===== src/inc/interval_timer_consts.vh =====
// Purpose: Constants for the 16-bit interval timer.
// Assumes: Control word index 15 holds control bit 0 (bit 0 is high order).
// Notes: Control bit n sits at vector index 15-n.
`ifndef INTERVAL_TIMER_CONSTS_VH
`define INTERVAL_TIMER_CONSTS_VH

`define WORD_W 16
`define COUNT_MAX 16'hFFFF
`define COUNT_ZERO 16'h0000

// Control register field positions (vector index)
`define CTL_EXT_LOAD 6
`define CTL_OVF_LOAD 5
`define CTL_OVF_STOP 4
`define CTL_READ_SEL 3
`define CTL_AUX_LOAD 2
`define CTL_AUX_ZERO 1
`define CTL_HALT 0

// Bits 0-8 of the control word are unused and read as zero
`define CTL_USED_MASK 16'h007F
`define CTL_RESET 16'h0001
`define PRESET_RESET 16'h0000
`define SAMPLE_RESET 16'h0000

// Timebase
`define CLK_PERIOD_NS 20
`define TICK_PERIOD_NS 1000
`define TICK_CYCLES (`TICK_PERIOD_NS / `CLK_PERIOD_NS)
`define TICK_CNT_W 6
`define TICK_LAST 6'h31

`endif


===== src/rtl/interval_timer_16bit.v =====
// Purpose: 16-bit programmable interval timer on a programmed I/O bus.
// Assumes: Bus strobes are one-cycle pulses on clk_i; the external
//    trigger is asynchronous.
// Notes: Control bit n of the bus word sits at vector index 15-n.
//    Reset leaves the timer halted with every mode off; the host must
//    clear the halt bit before any counting starts.
//    Ticks are 50 cycles of the 50 MHz clock, one per microsecond.
`timescale 1ns/100ps
`include "interval_timer_consts.vh"

module interval_timer_16bit (
   input wire clk_i,
   input wire rst_n_i,
   input wire io_bus_reset_all_i,
   input wire start_strobe_i,
   input wire clear_strobe_i,
   input wire aux_pulse_i,
   input wire out_port_a_write_i,
   input wire out_port_c_write_i,
   input wire in_port_a_read_i,
   input wire in_port_c_read_i,
   input wire [15:0] data_i,
   input wire int_disable_i,
   input wire ext_trigger_i,
   output wire [15:0] data_o,
   output wire data_valid_o,
   output wire busy_o,
   output wire done_o,
   output wire int_req_o,
   output wire overflow_o,
   output wire [15:0] count_o
);

   // Next counter value on a tick, with the wrap folded in
   function [16:0] count_step;
      input [15:0] value;
      begin
         count_step = {1'b0, value} + 17'h0_0001;
      end
   endfunction

   // Keep only implemented control bits
   function [15:0] ctl_clean;
      input [15:0] value;
      begin
         ctl_clean = value & `CTL_USED_MASK;
      end
   endfunction

   reg [15:0] count_preset_q;
   reg [15:0] count_preset_d;
   reg [15:0] timer_control_q;
   reg [15:0] timer_control_d;
   reg [15:0] count_sample_q;
   reg [15:0] count_sample_d;
   reg [15:0] count_q;
   reg [15:0] count_d;
   reg [`TICK_CNT_W-1:0] tick_cnt_q;
   reg [`TICK_CNT_W-1:0] tick_cnt_d;
   reg tick_q;
   reg tick_d;
   reg busy_q;
   reg busy_d;
   reg done_q;
   reg done_d;
   reg int_req_q;
   reg int_req_d;
   reg overflow_q;
   reg overflow_d;
   reg [15:0] data_q;
   reg [15:0] data_d;
   reg data_valid_q;
   reg data_valid_d;

   // Three-stage synchroniser for the asynchronous trigger
   reg trig_s1_q;
   reg trig_s2_q;
   reg trig_s3_q;
   reg trig_level_q;
   reg trig_level_d;
   reg trig_edge;

   wire [16:0] step;
   wire wrap;
   wire running;
   wire ovf_event;
   wire aux_zero_hit;
   wire aux_load_hit;
   wire ext_load_hit;
   wire count_hit;

   // Control word map (vector index, control bit in brackets):
   //   0 [15] halt when set, run when clear
   //   1 [14] aux pulse zeroes the counter
   //   2 [13] aux pulse loads the preset, unless index 3 is set
   //   3 [12] aux pulse samples the counter; also gates port A reads
   //   4 [11] halt on overflow
   //   5 [10] reload the preset on overflow
   //   6 [9]  external trigger loads the preset
   //   7-15 [8-0] unused, always read as zero

   // Last count of the timebase divider; the divider never stops, so a
   // freshly loaded counter may see its first tick early
   localparam [`TICK_CNT_W-1:0] TICK_LAST = `TICK_LAST;

   assign step = count_step(count_q);
   assign running = ~timer_control_q[`CTL_HALT];
   assign wrap = step[16];
   // Loads outrank counting; an overflow is only flagged when the
   // counter really steps past 65535 in that cycle
   assign aux_zero_hit = aux_pulse_i & timer_control_q[`CTL_AUX_ZERO];
   assign aux_load_hit = aux_pulse_i & ~timer_control_q[`CTL_READ_SEL] &
      timer_control_q[`CTL_AUX_LOAD];
   assign ext_load_hit = trig_edge & timer_control_q[`CTL_EXT_LOAD];
   assign count_hit = tick_q & running & ~aux_zero_hit & ~aux_load_hit &
      ~ext_load_hit;
   assign ovf_event = count_hit & wrap;

   // Microsecond timebase; free running so ticks stay evenly spaced
   always @* begin
      if (tick_cnt_q == TICK_LAST) begin
         tick_cnt_d = {`TICK_CNT_W{1'b0}};
         tick_d = 1'b1;
      end else begin
         tick_cnt_d = tick_cnt_q + 1'b1;
         tick_d = 1'b0;
      end
   end

   // A change counts only once the second and third stages agree
   always @* begin
      trig_level_d = trig_level_q;
      trig_edge = 1'b0;
      if (trig_s2_q == trig_s3_q) begin
         trig_level_d = trig_s3_q;
         trig_edge = trig_s3_q & ~trig_level_q;
      end
   end

   // The preset is only ever written by the host; loads copy it out
   // and leave it in place
   always @* begin
      count_preset_d = count_preset_q;
      if (out_port_a_write_i) begin
         count_preset_d = data_i;
      end
   end

   // Host writes land any time; stop on overflow wins over a write
   always @* begin
      timer_control_d = timer_control_q;
      if (out_port_c_write_i) begin
         timer_control_d = ctl_clean(data_i);
      end
      if (ovf_event && timer_control_q[`CTL_OVF_STOP]) begin
         timer_control_d[`CTL_HALT] = 1'b1;
      end
   end

   // Sampling only copies the counter, it never writes it back
   always @* begin
      count_sample_d = count_sample_q;
      if (aux_pulse_i && timer_control_q[`CTL_READ_SEL]) begin
         count_sample_d = count_q;
      end
   end

   // Counter priority: zero, aux load, trigger load, then counting
   always @* begin
      count_d = count_q;
      if (aux_zero_hit) begin
         count_d = `COUNT_ZERO;
      end else if (aux_load_hit) begin
         count_d = count_preset_q;
      end else if (ext_load_hit) begin
         count_d = count_preset_q;
      end else if (count_hit) begin
         if (wrap && timer_control_q[`CTL_OVF_LOAD]) begin
            count_d = count_preset_q;
         end else begin
            count_d = step[15:0];
         end
      end
   end

   // Busy/done follow the host's standard completion protocol. Done is
   // set by hardware, and that set wins over a start, clear or bus reset
   // strobe in the same cycle so an overflow is never lost. Busy itself
   // never gates counting; it only decides whether an overflow completes.
   always @* begin
      busy_d = busy_q;
      done_d = done_q;
      if (start_strobe_i) begin
         busy_d = 1'b1;
         done_d = 1'b0;
      end
      if (clear_strobe_i || io_bus_reset_all_i) begin
         busy_d = 1'b0;
         done_d = 1'b0;
      end
      if (ovf_event && busy_q) begin
         busy_d = 1'b0;
         done_d = 1'b1;
      end
   end

   // The disable input only masks the request; done stays set, so a
   // later enable still raises the interrupt
   always @* begin
      int_req_d = done_d & ~int_disable_i;
      overflow_d = ovf_event;
   end

   // Read data is held until the next read strobe
   // A port C read wins over a port A read in the same cycle
   always @* begin
      data_d = data_q;
      data_valid_d = 1'b0;
      if (in_port_c_read_i) begin
         data_d = timer_control_q;
         data_valid_d = 1'b1;
      end else if (in_port_a_read_i) begin
         if (timer_control_q[`CTL_READ_SEL]) begin
            data_d = count_sample_q;
            data_valid_d = 1'b1;
         end else begin
            data_d = 16'h0000;
            data_valid_d = 1'b0;
         end
      end
   end

   always @(posedge clk_i) begin
      if (!rst_n_i) begin
         trig_s1_q <= 1'b0;
         trig_s2_q <= 1'b0;
         trig_s3_q <= 1'b0;
      end else begin
         trig_s1_q <= ext_trigger_i;
         trig_s2_q <= trig_s1_q;
         trig_s3_q <= trig_s2_q;
      end
   end

   // Level resets low, the idle level of the pin, so no false edge
   always @(posedge clk_i) begin
      if (!rst_n_i) begin
         trig_level_q <= 1'b0;
      end else begin
         trig_level_q <= trig_level_d;
      end
   end

   always @(posedge clk_i) begin
      if (!rst_n_i) begin
         tick_cnt_q <= {`TICK_CNT_W{1'b0}};
         tick_q <= 1'b0;
      end else begin
         tick_cnt_q <= tick_cnt_d;
         tick_q <= tick_d;
      end
   end

   // Host-visible registers and the counter itself
   always @(posedge clk_i) begin
      if (!rst_n_i) begin
         count_q <= `COUNT_ZERO;
         count_preset_q <= `PRESET_RESET;
         timer_control_q <= `CTL_RESET;
         count_sample_q <= `SAMPLE_RESET;
      end else begin
         count_q <= count_d;
         count_preset_q <= count_preset_d;
         timer_control_q <= timer_control_d;
         count_sample_q <= count_sample_d;
      end
   end

   always @(posedge clk_i) begin
      if (!rst_n_i) begin
         busy_q <= 1'b0;
         done_q <= 1'b0;
         int_req_q <= 1'b0;
         overflow_q <= 1'b0;
      end else begin
         busy_q <= busy_d;
         done_q <= done_d;
         int_req_q <= int_req_d;
         overflow_q <= overflow_d;
      end
   end

   // Read port; data stays put between reads
   always @(posedge clk_i) begin
      if (!rst_n_i) begin
         data_q <= 16'h0000;
         data_valid_q <= 1'b0;
      end else begin
         data_q <= data_d;
         data_valid_q <= data_valid_d;
      end
   end

   assign data_o = data_q;
   assign data_valid_o = data_valid_q;
   assign busy_o = busy_q;
   assign done_o = done_q;
   assign int_req_o = int_req_q;
   assign overflow_o = overflow_q;
   assign count_o = count_q;

endmodule // interval_timer_16bit


===== config.mk =====
export PLATFORM = sky130hd
export DESIGN_NAME = interval_timer_16bit
export DESIGN_NICKNAME = d
export VERILOG_FILES = /design/src/rtl/interval_timer_16bit.v
export VERILOG_INCLUDE_DIRS = /design/src /design/src/inc
export SDC_FILE = /design/constraint.sdc
export NUM_CORES = 1
export LEC_CHECK = 0
export BUFFER_PORTS_ARGS = -buffer_cell sky130_fd_sc_hd__buf_2
export CAP_MARGIN = 20
export CORE_UTILIZATION = 46
export CTS_CLUSTER_SIZE = 12
export DETAILED_ROUTE_END_ITERATION = 8
export PLACE_DENSITY_LB_ADDON = 0.25
export SLEW_MARGIN = 30
export SYNTH_ARGS = -nofsm -noshare
export SYNTH_HDL_FRONTEND = slang
export SYNTH_SLANG_ARGS = --single-unit

===== constraint.sdc =====
create_clock -name clk_i -period 2.8 [get_ports clk_i]
set_clock_uncertainty 0.15 [all_clocks]
set_input_delay 0.14 -clock clk_i [delete_from_list [all_inputs] [get_ports clk_i]]
set_output_delay 0.14 -clock clk_i [all_outputs]
set_load 0.1 [all_outputs]

; Yosys cells after proc, flatten, opt, wreduce, memory -nomap -nowiden
; Cells that the tools add are included.
[op_classes]
bitwise = 19
n_reduce_logical = 11
addsub = 2
mul = 0
eq_ne = 2
div_mod_pow = 0
n_shift = 0
n_mux = 15
order_cmp = 0
[ops]
columns = op, count
row1 = 16-bit 2-to-1 mux, 7
row2 = "16-bit by 1-bit adder with 17-bit output, second input constant", 1
row3 = 1-bit AND, 11
row4 = 1-bit 2-to-1 mux, 8
row5 = 1-bit inverter, 8
row6 = "6-bit by 1-bit adder with 6-bit output, second input constant", 1
row7 = "6-bit equality test, second input constant", 1
row8 = 2-bit OR reduction, 3
row9 = 1-bit logical AND, 4
row10 = 3-bit nonzero test, 1
row11 = 3-bit OR reduction, 1
row12 = 2-bit nonzero test, 1
row13 = 1-bit equality test, 1
row14 = 1-bit logical OR, 1
[word_totals]
mem_bits_ro = 0
inputBits = 28
output_inout_bits = 37
mem_bits_rw = 0
elab_cells = 66
regBits = 87
latch_bits = 0
memories = 0

; Longest topological paths before layout
; Gate-level depths: netlist of run 1.
[depth]
ltp_word = 10
ltp_mapped = 6
ltp_nobuf = 6

; Worst setup path after synthesis of run 1
; OpenSTA, ideal clock, no wires.
[synth_timing]
kind = reg2reg
startpoint = register count_q[8] (netlist: count_o[8])
endpoint = register count_q[9] (netlist: count_o[9])
arrival_time_ns = 2.484
required_ns = 2.579
period_less_slack_ns = 2.705
setup_ns = 0.071
path_stages_with_launch = 7
path_buffers = 1
path_slack_ns = 0.095
path_cell_list = dfxtp_1 clkbuf_2 nand4_1 or4_4 o21ai_4 a22oi_1 a21oi_1
[synth_between]
elab_chain_cells = 6
[synth_lines]
columns = element, line_no
row1 = "start, declared", interval_timer_16bit.v:56  ; reg [15:0] count_q;
row2 = "start signal, assigned", interval_timer_16bit.v:267  ; count_q <= `COUNT_ZERO;
row3 = "start signal, assigned", interval_timer_16bit.v:272  ; count_q <= count_d;
row4 = 16-bit by 1-bit adder with 17-bit output (*), interval_timer_16bit.v:38  ; count_step = {1'b0, value} + 17'h0_0001;
row5 = 1-bit logical AND, interval_timer_16bit.v:178  ; if (wrap && timer_control_q[`CTL_OVF_LOAD]) begin
row6 = 16-bit 2-to-1 mux (*), interval_timer_16bit.v:178
row7 = 16-bit 2-to-1 mux (*), interval_timer_16bit.v:177  ; end else if (count_hit) begin
row8 = 16-bit 2-to-1 mux (*), interval_timer_16bit.v:175  ; end else if (ext_load_hit) begin
row9 = 16-bit 2-to-1 mux (*), interval_timer_16bit.v:173  ; end else if (aux_load_hit) begin
; Every way passes the cells marked *; elsewhere a longest branch is shown, timed or not. The select of a mux whose other input is x is not followed.
; A chain may end at the register's enable or synchronous reset.

; Worst setup path after layout of run 1
[layout_timing]
startpoint = register count_q[1] (netlist: count_o[1])
endpoint = register int_req_q (netlist: int_req_o)
[layout_between]
elab_chain_cells = 5
[layout_lines]
columns = element, line_no
row1 = 16-bit by 1-bit adder with 17-bit output, interval_timer_16bit.v:38
row2 = 1-bit AND, interval_timer_16bit.v:117  ; assign ovf_event = count_hit & wrap;
row3 = 1-bit logical AND, interval_timer_16bit.v:201  ; if (ovf_event && busy_q) begin
row4 = 1-bit 2-to-1 mux, interval_timer_16bit.v:201
row5 = 1-bit AND, interval_timer_16bit.v:210  ; int_req_d = done_d & ~int_disable_i;
row6 = "end signal, assigned", interval_timer_16bit.v:288  ; int_req_q <= int_req_d;
row7 = "end, declared", interval_timer_16bit.v:66  ; reg int_req_q;
; No other way between the ends.

==> flow_metrics.py, run 1 <==
metrics = {
    "synthesis": {
        "syn-cell-area_um2": 3642,
        "syn-num-nets": 458,
        "yosysUniqueCellTypes": 48,
        "ys_seq_area_frac": 0.4782,
        "synth_edf_count": 0,
        "synth.top_cell.area_share": 0.4782,
        "yosys_warnings": 0,
        "syn_inst": 427,
        "synth_ff_type": "dfxtp_1",
        "synth_seq_cells": 87,
        "synth_top_cell_by_area": "dfxtp_1",
        "synthArstFlopShare": 0,
        "syn_avg_cell_area_um2": 8.530,
        "synth.area.top_cells": "dfxtp_1, a21oi_1, mux2i_1",
    },
    "placement": {
        "numPortBuffers": 64,
        "pre_cts_slack_ns": 0.7110,
        "placed_cells": 575,
        "dpl.hpwl_um": 6510,
        "finalWeightedCongestion": 0.9029,
    },
    "die": {
        "coreArea_um2": 7687,
        "io_pins": 65,
        "floorplan.initialDensity": 0.4738,
        "die_h_um": 90.98,
        "rows": 32,
        "die-area_um2": 8277,
        "dieWidth_um": 90.98,
    },
    "clock_network": {
        "post_cts_buffers": 0,
        "cts.path.max_buffers": 2,
        "cts_tree": "built",
        "clk_latency_ns": 0.35,
        "clockRootBuffer": "clkbuf_8",
        "clkSlewWorstSetupHoldPaths_ns": 0.09,
        "cts_buffers": 9,
        "cts_sinks": 87,
        "ctsHtreeMaxLevel": 3,
    },
    "worst_setup_path": {
        "criticalPathCategory": "flop to flop",
        "crit_end": "int_req_o",
        "path_buf_inv": 2,
        "worstPathArrival_ns": 2.75,
        "path_max_fanout": 7,
        "reg2reg_slack_ns": 0.20,
        "cp.depth": 8,
        "cp_slowest_stage_delay_ns": 0.55,
        "cp_slowest_cell": "dlygate4sd3_1",
        "required_ns": 2.95,
        "path_cells": "ha_1, and3_1, nand4_4, nor4_2, buf_4, nand3_1, a21oi_1, dlygate4sd3_1",
        "reg2reg_to": "int_req_o",
        "cp-startpoint": "count_o[1]",
        "rr_worst_depth": 8,
        "cp-end-kind": "flop",
        "start_kind": "flop",
        "cpLargestDelayFamily": "simple AND/OR/NAND/NOR gates",
        "r2r_start": "count_o[1]",
    },
    "cells_and_area": {
        "mostFrequentLayoutCell": "dfxtp_1",
        "num_antenna_cells": 0,
        "utilization": 0.5866,
        "final_cell_count_no_fill": 615,
        "area_growth_pct": 23.81,
        "final_nets": 539,
        "final_layout_size_suffix_gt1_frac": 0.1774,
        "final_cell_mix": "dfxtp_1, buf_2, nand2_1",
    },
    "pwr": {
        "power_leakage_nw": 1.801,
        "ir_drop_mv": 0.3285,
        "pwr_density_cell_nw_per_um2": 564.7,
    },
    "timing": {
        "slew_viol_final": 0,
        "fin_ws_ns": 0.1958,
        "finalSetupTns_ns": 0,
        "worstMarginPinSlew_ns": 0.5883,
        "period_share": 0.9301,
        "setup_viol": 0,
        "hold_violations": 0,
        "fmax_ghz": 0.3840,
        "min_period_ns": 2.604,
        "max_slew_margin": 0.6073,
        "rsz0062_at_grt": "false",
    },
    "detailed_routing": {
        "wl_um": 9482,
        "vias_per_cell": 5.380,
        "wire_per_inst_um": 15.42,
        "first_pass_iters": 5,
        "first_iter_violations": 199,
        "vias": 3309,
        "ant_nets": 0,
        "drc": 0,
    },
    "flow_run": {
        "max_cap_violations": 0,
    },
    "hold_path": {
        "hold_path.class": "input pin to flop",
        "hold_start": "rst_n_i",
    },
    "grt": {
        "grt_max_degree": 34,
        "grt_usage": 0.2369,
        "grt_pass1_vias": 3141,
        "grt-ovfl-total": 0,
        "grt_pass1_wl_um": 15480,
        "antenna_found_initial": 0,
    },
    "run_status": {
        "status": "complete, no violations",
    },
}
area by class of cell:
type / count / area (µm²)
repair buffers: 94 / 605.6
fillers: 723 / 3178
flip-flops and latches: 87 / 1742
inverters: 8 / 30.03
clock buffers: 9 / 123.9
well taps: 102 / 127.6
multi-input cells: 308 / 1784
clock inverters: 7 / 96.34
registers in the layout, summed over array words and instances, names as in the netlist, 6 cells and up:
| signal | cells |
|---|---|
| timer_control_q | 7 |
| count_sample_q | 16 |
| count_preset_q | 16 |
| count_o | 16 |
| tick_cnt_q | 6 |
| data_o | 16 |
cells in the mapped netlist (6+ instances only):
master	n
a21oi_1	51
a31oi_1	6
and2_1	8
clkbuf_1	19
dfxtp_1	87
inv_1	8
mux2i_1	23
nand2_1	53
nand2b_1	16
nand3_1	27
nand4_1	7
nor2_1	47
nor4_1	7
o21ai_0	7
cell families after synthesis:
logic type,share of synthesized area
flops,0.4782
xor+xnor,0.01683
compound gates,0.1405
simple gates,0.2573
buf+inv,0.03366
mux,0.06321
fa+ha+maj,0.01031
where the power goes:
part | switching, mW | internal [mW] | total, mW
registers | 0.0334 | 1.27 | 1.31
logic | 0.186 | 0.0892 | 0.275
clock network | 0.461 | 0.504 | 0.965
layer usage:
metal / wire, µm / vias to the layer above / track usage
li1: - / 1653 / -
met1: 4379 / 1544 / 0.3086
met2: 4502 / 103 / 0.3902
met3: 530 / 9 / 0.05611
met4: 69 / 0 / 0.07011
met5: 0 / - / 0
through the flow:
step	hold WS [ns]	cell area (µm²)	total power, mW
after floorplan	0.05907	3642	1.513
after global routing	0.008166	4509	2.645
final	0.01612	4509	2.546
after detailed placement	0.1488	4043	1.584
after global placement	0.1488	4043	1.579
after CTS	0.001686	4503	2.551
how the worst min path moves through the flow:
stage | end | cells after the start
global route | overflow_o | 2
CTS | trig_s2_q | 2
finish | overflow_o | 2
floorplan | int_req_o | 1
global placement | int_req_o | 2
detailed placement | int_req_o | 2
what timing repair did:
item / CTS / global route
setup endpoints to repair: 0 / 1
resized for setup: 0 / 1
endpoints found under the hold margin: 27 / 0
hold buffers: 24 / 0
No activity file was read; power rests on OpenSTA's default activity.
==> run 2: changes to the inputs <==
--- a/config.mk
+++ b/config.mk
@@ -11,6 +11,7 @@
 export CORE_UTILIZATION = 46
 export CTS_CLUSTER_SIZE = 12
 export DETAILED_ROUTE_END_ITERATION = 8
+export MAX_ROUTING_LAYER = met4
 export PLACE_DENSITY_LB_ADDON = 0.25
 export SLEW_MARGIN = 30
 export SYNTH_ARGS = -nofsm -noshare
==> flow_metrics.py, run 2 (same netlist as run 1, synthesis figures left out) <==
metrics = {
    "grt": {
        "grt_usage": 0.2382,
        "grt_pass1_wl_um": 15280,
        "grt-ovfl-total": 0,
        "antenna_found_initial": 0,
        "grt_pass1_vias": 3105,
        "grt_max_degree": 34,
    },
    "die": {
        "rows": 32,
        "dieWidth_um": 90.98,
        "floorplan.initialDensity": 0.4738,
        "coreArea_um2": 7687,
        "die-area_um2": 8277,
        "die_h_um": 90.98,
        "io_pins": 65,
    },
    "cells_and_area": {
        "mostFrequentLayoutCell": "dfxtp_1",
        "final_cell_count_no_fill": 618,
        "utilization": 0.5916,
        "area_growth_pct": 24.87,
        "final_cell_mix": "dfxtp_1, buf_2, nand2_1",
        "fillers": 703,
        "final_area_um2": 4548,
        "final_nets": 542,
        "num_antenna_cells": 0,
        "final_layout_size_suffix_gt1_frac": 0.1841,
    },
    "placement": {
        "numPortBuffers": 64,
        "postPlaceCellArea_um2": 4043,
        "finalWeightedCongestion": 0.8995,
        "dpl.hpwl_um": 6382,
        "placed_cells": 575,
    },
    "timing": {
        "slew_viol_final": 0,
        "max_slew_margin": 0.6320,
        "finalSetupTns_ns": 0,
        "period_share": 0.9537,
        "setup_viol": 0,
        "hold_violations": 0,
        "hold_ws_ns": 0.04962,
        "worstMarginPinSlew_ns": 0.5507,
        "rsz0062_at_grt": "false",
        "min_period_ns": 2.670,
        "fmax_ghz": 0.3745,
    },
    "hold_path": {
        "hold_path.class": "input pin to flop",
    },
    "worst_setup_path": {
        "cpLargestDelayFamily": "simple AND/OR/NAND/NOR gates",
        "path_buf_inv": 2,
        "cp-end-kind": "flop",
        "criticalPathCategory": "flop to flop",
        "required_ns": 2.94,
        "path_cells": "and4_1, nand4_4, nor4_2, buf_4, nand3_1, a21oi_1, dlygate4sd3_1",
        "start_kind": "flop",
        "worstPathArrival_ns": 2.81,
        "cp_slowest_cell": "dlygate4sd3_1",
        "path_max_fanout": 8,
        "cp_slowest_stage_delay_ns": 0.55,
    },
    "detailed_routing": {
        "first_iter_violations": 237,
        "wire_per_inst_um": 15.01,
        "vias": 3356,
        "first_pass_iters": 5,
        "vias_per_cell": 5.430,
        "drc": 0,
        "wl_um": 9279,
        "ant_nets": 0,
    },
    "pwr": {
        "p_int_mw": 1.880,
        "p_comb_frac": 0.108,
        "p_sw_frac": 0.2685,
        "pwr-share-clk": 0.383,
        "p_switching_mw": 0.6902,
        "power_leakage_nw": 1.823,
        "ir_drop_mv": 0.3718,
        "sequentialPowerShare": 0.509,
        "pwr_density_cell_nw_per_um2": 565.1,
    },
    "clock_network": {
        "ctsHtreeMaxLevel": 3,
        "cts.path.max_buffers": 2,
        "clockRootBuffer": "clkbuf_8",
        "cts_tree": "built",
        "clk_latency_ns": 0.35,
        "cts_buffers": 9,
        "clkSlewWorstSetupHoldPaths_ns": 0.09,
        "cts_sinks": 87,
    },
    "flow_run": {
        "max_cap_violations": 0,
    },
    "run_status": {
        "status": "complete, no violations",
    },
}
[run 2: worst paths after layout]
check,depth (start not counted),end,start,slack (ns)
setup reg to reg,7,int_req_o,count_o[4],0.13
hold / removal,3,timer_control_q[6],out_port_c_write_i,0.05
setup / recovery,7,int_req_o,count_o[4],0.13
hold reg to reg,1,trig_s2_q,trig_s1_q,0.30
[run 2: cell type report]
class                      count  area, µm²  area share
clock buffer                   9      123.9     0.02724
clock inverter                 7      105.1     0.02311
inverter                       8      33.78    0.007428
multi-input combinational    308       1784      0.3923
sequential                    87       1743      0.3832
tap                          102      127.6     0.02806
timing repair buffer          97      630.6      0.1387
[run 2: repair_timing]
action / in CTS / in global routing
endpoints found under the hold margin: 29 / 0
setup buffers: 0 / 2
hold buffers: 25 / 0
endpoints found under the setup margin: 0 / 2
resized for setup: 0 / 3
[run 2: power groups by stage]
| stage | clock [mW] | sequential (mW) | combinational, mW |
|---|---|---|---|
| floorplan | 0 | 1.40 | 0.111 |
| finish | 0.986 | 1.31 | 0.277 |
| detailed placement | 0 | 1.33 | 0.248 |
| global route | 1.06 | 1.31 | 0.299 |
| global placement | 0 | 1.33 | 0.246 |
| CTS | 1.01 | 1.31 | 0.273 |
[run 2: metrics by stage]
step / setup slack [ns] / power (mW)
after detailed placement: 0.6807 / 1.583
final: 0.1298 / 2.570
after floorplan: 0.09534 / 1.513
after global placement: 0.7655 / 1.579
after global routing: 0.02384 / 2.672
after CTS: 0.1711 / 2.589
[run 2: worst reg2reg max path, stage by stage (launching register included)]
cell           delay [ns]
dfxtp_1              0.51
and4_1               0.44
nand4_4              0.21
nor4_2               0.30
buf_4                0.18
nand3_1              0.11
a21oi_1              0.17
dlygate4sd3_1        0.55
[run 2: layer usage]
layer,GRT usage,share of wire,vias up
met5,-,0,-
met4,0.07804,0.013,0
met3,0.04271,0.055,12
met2,0.3636,0.45,122
met1,0.3202,0.48,1547
li1,-,-,1675
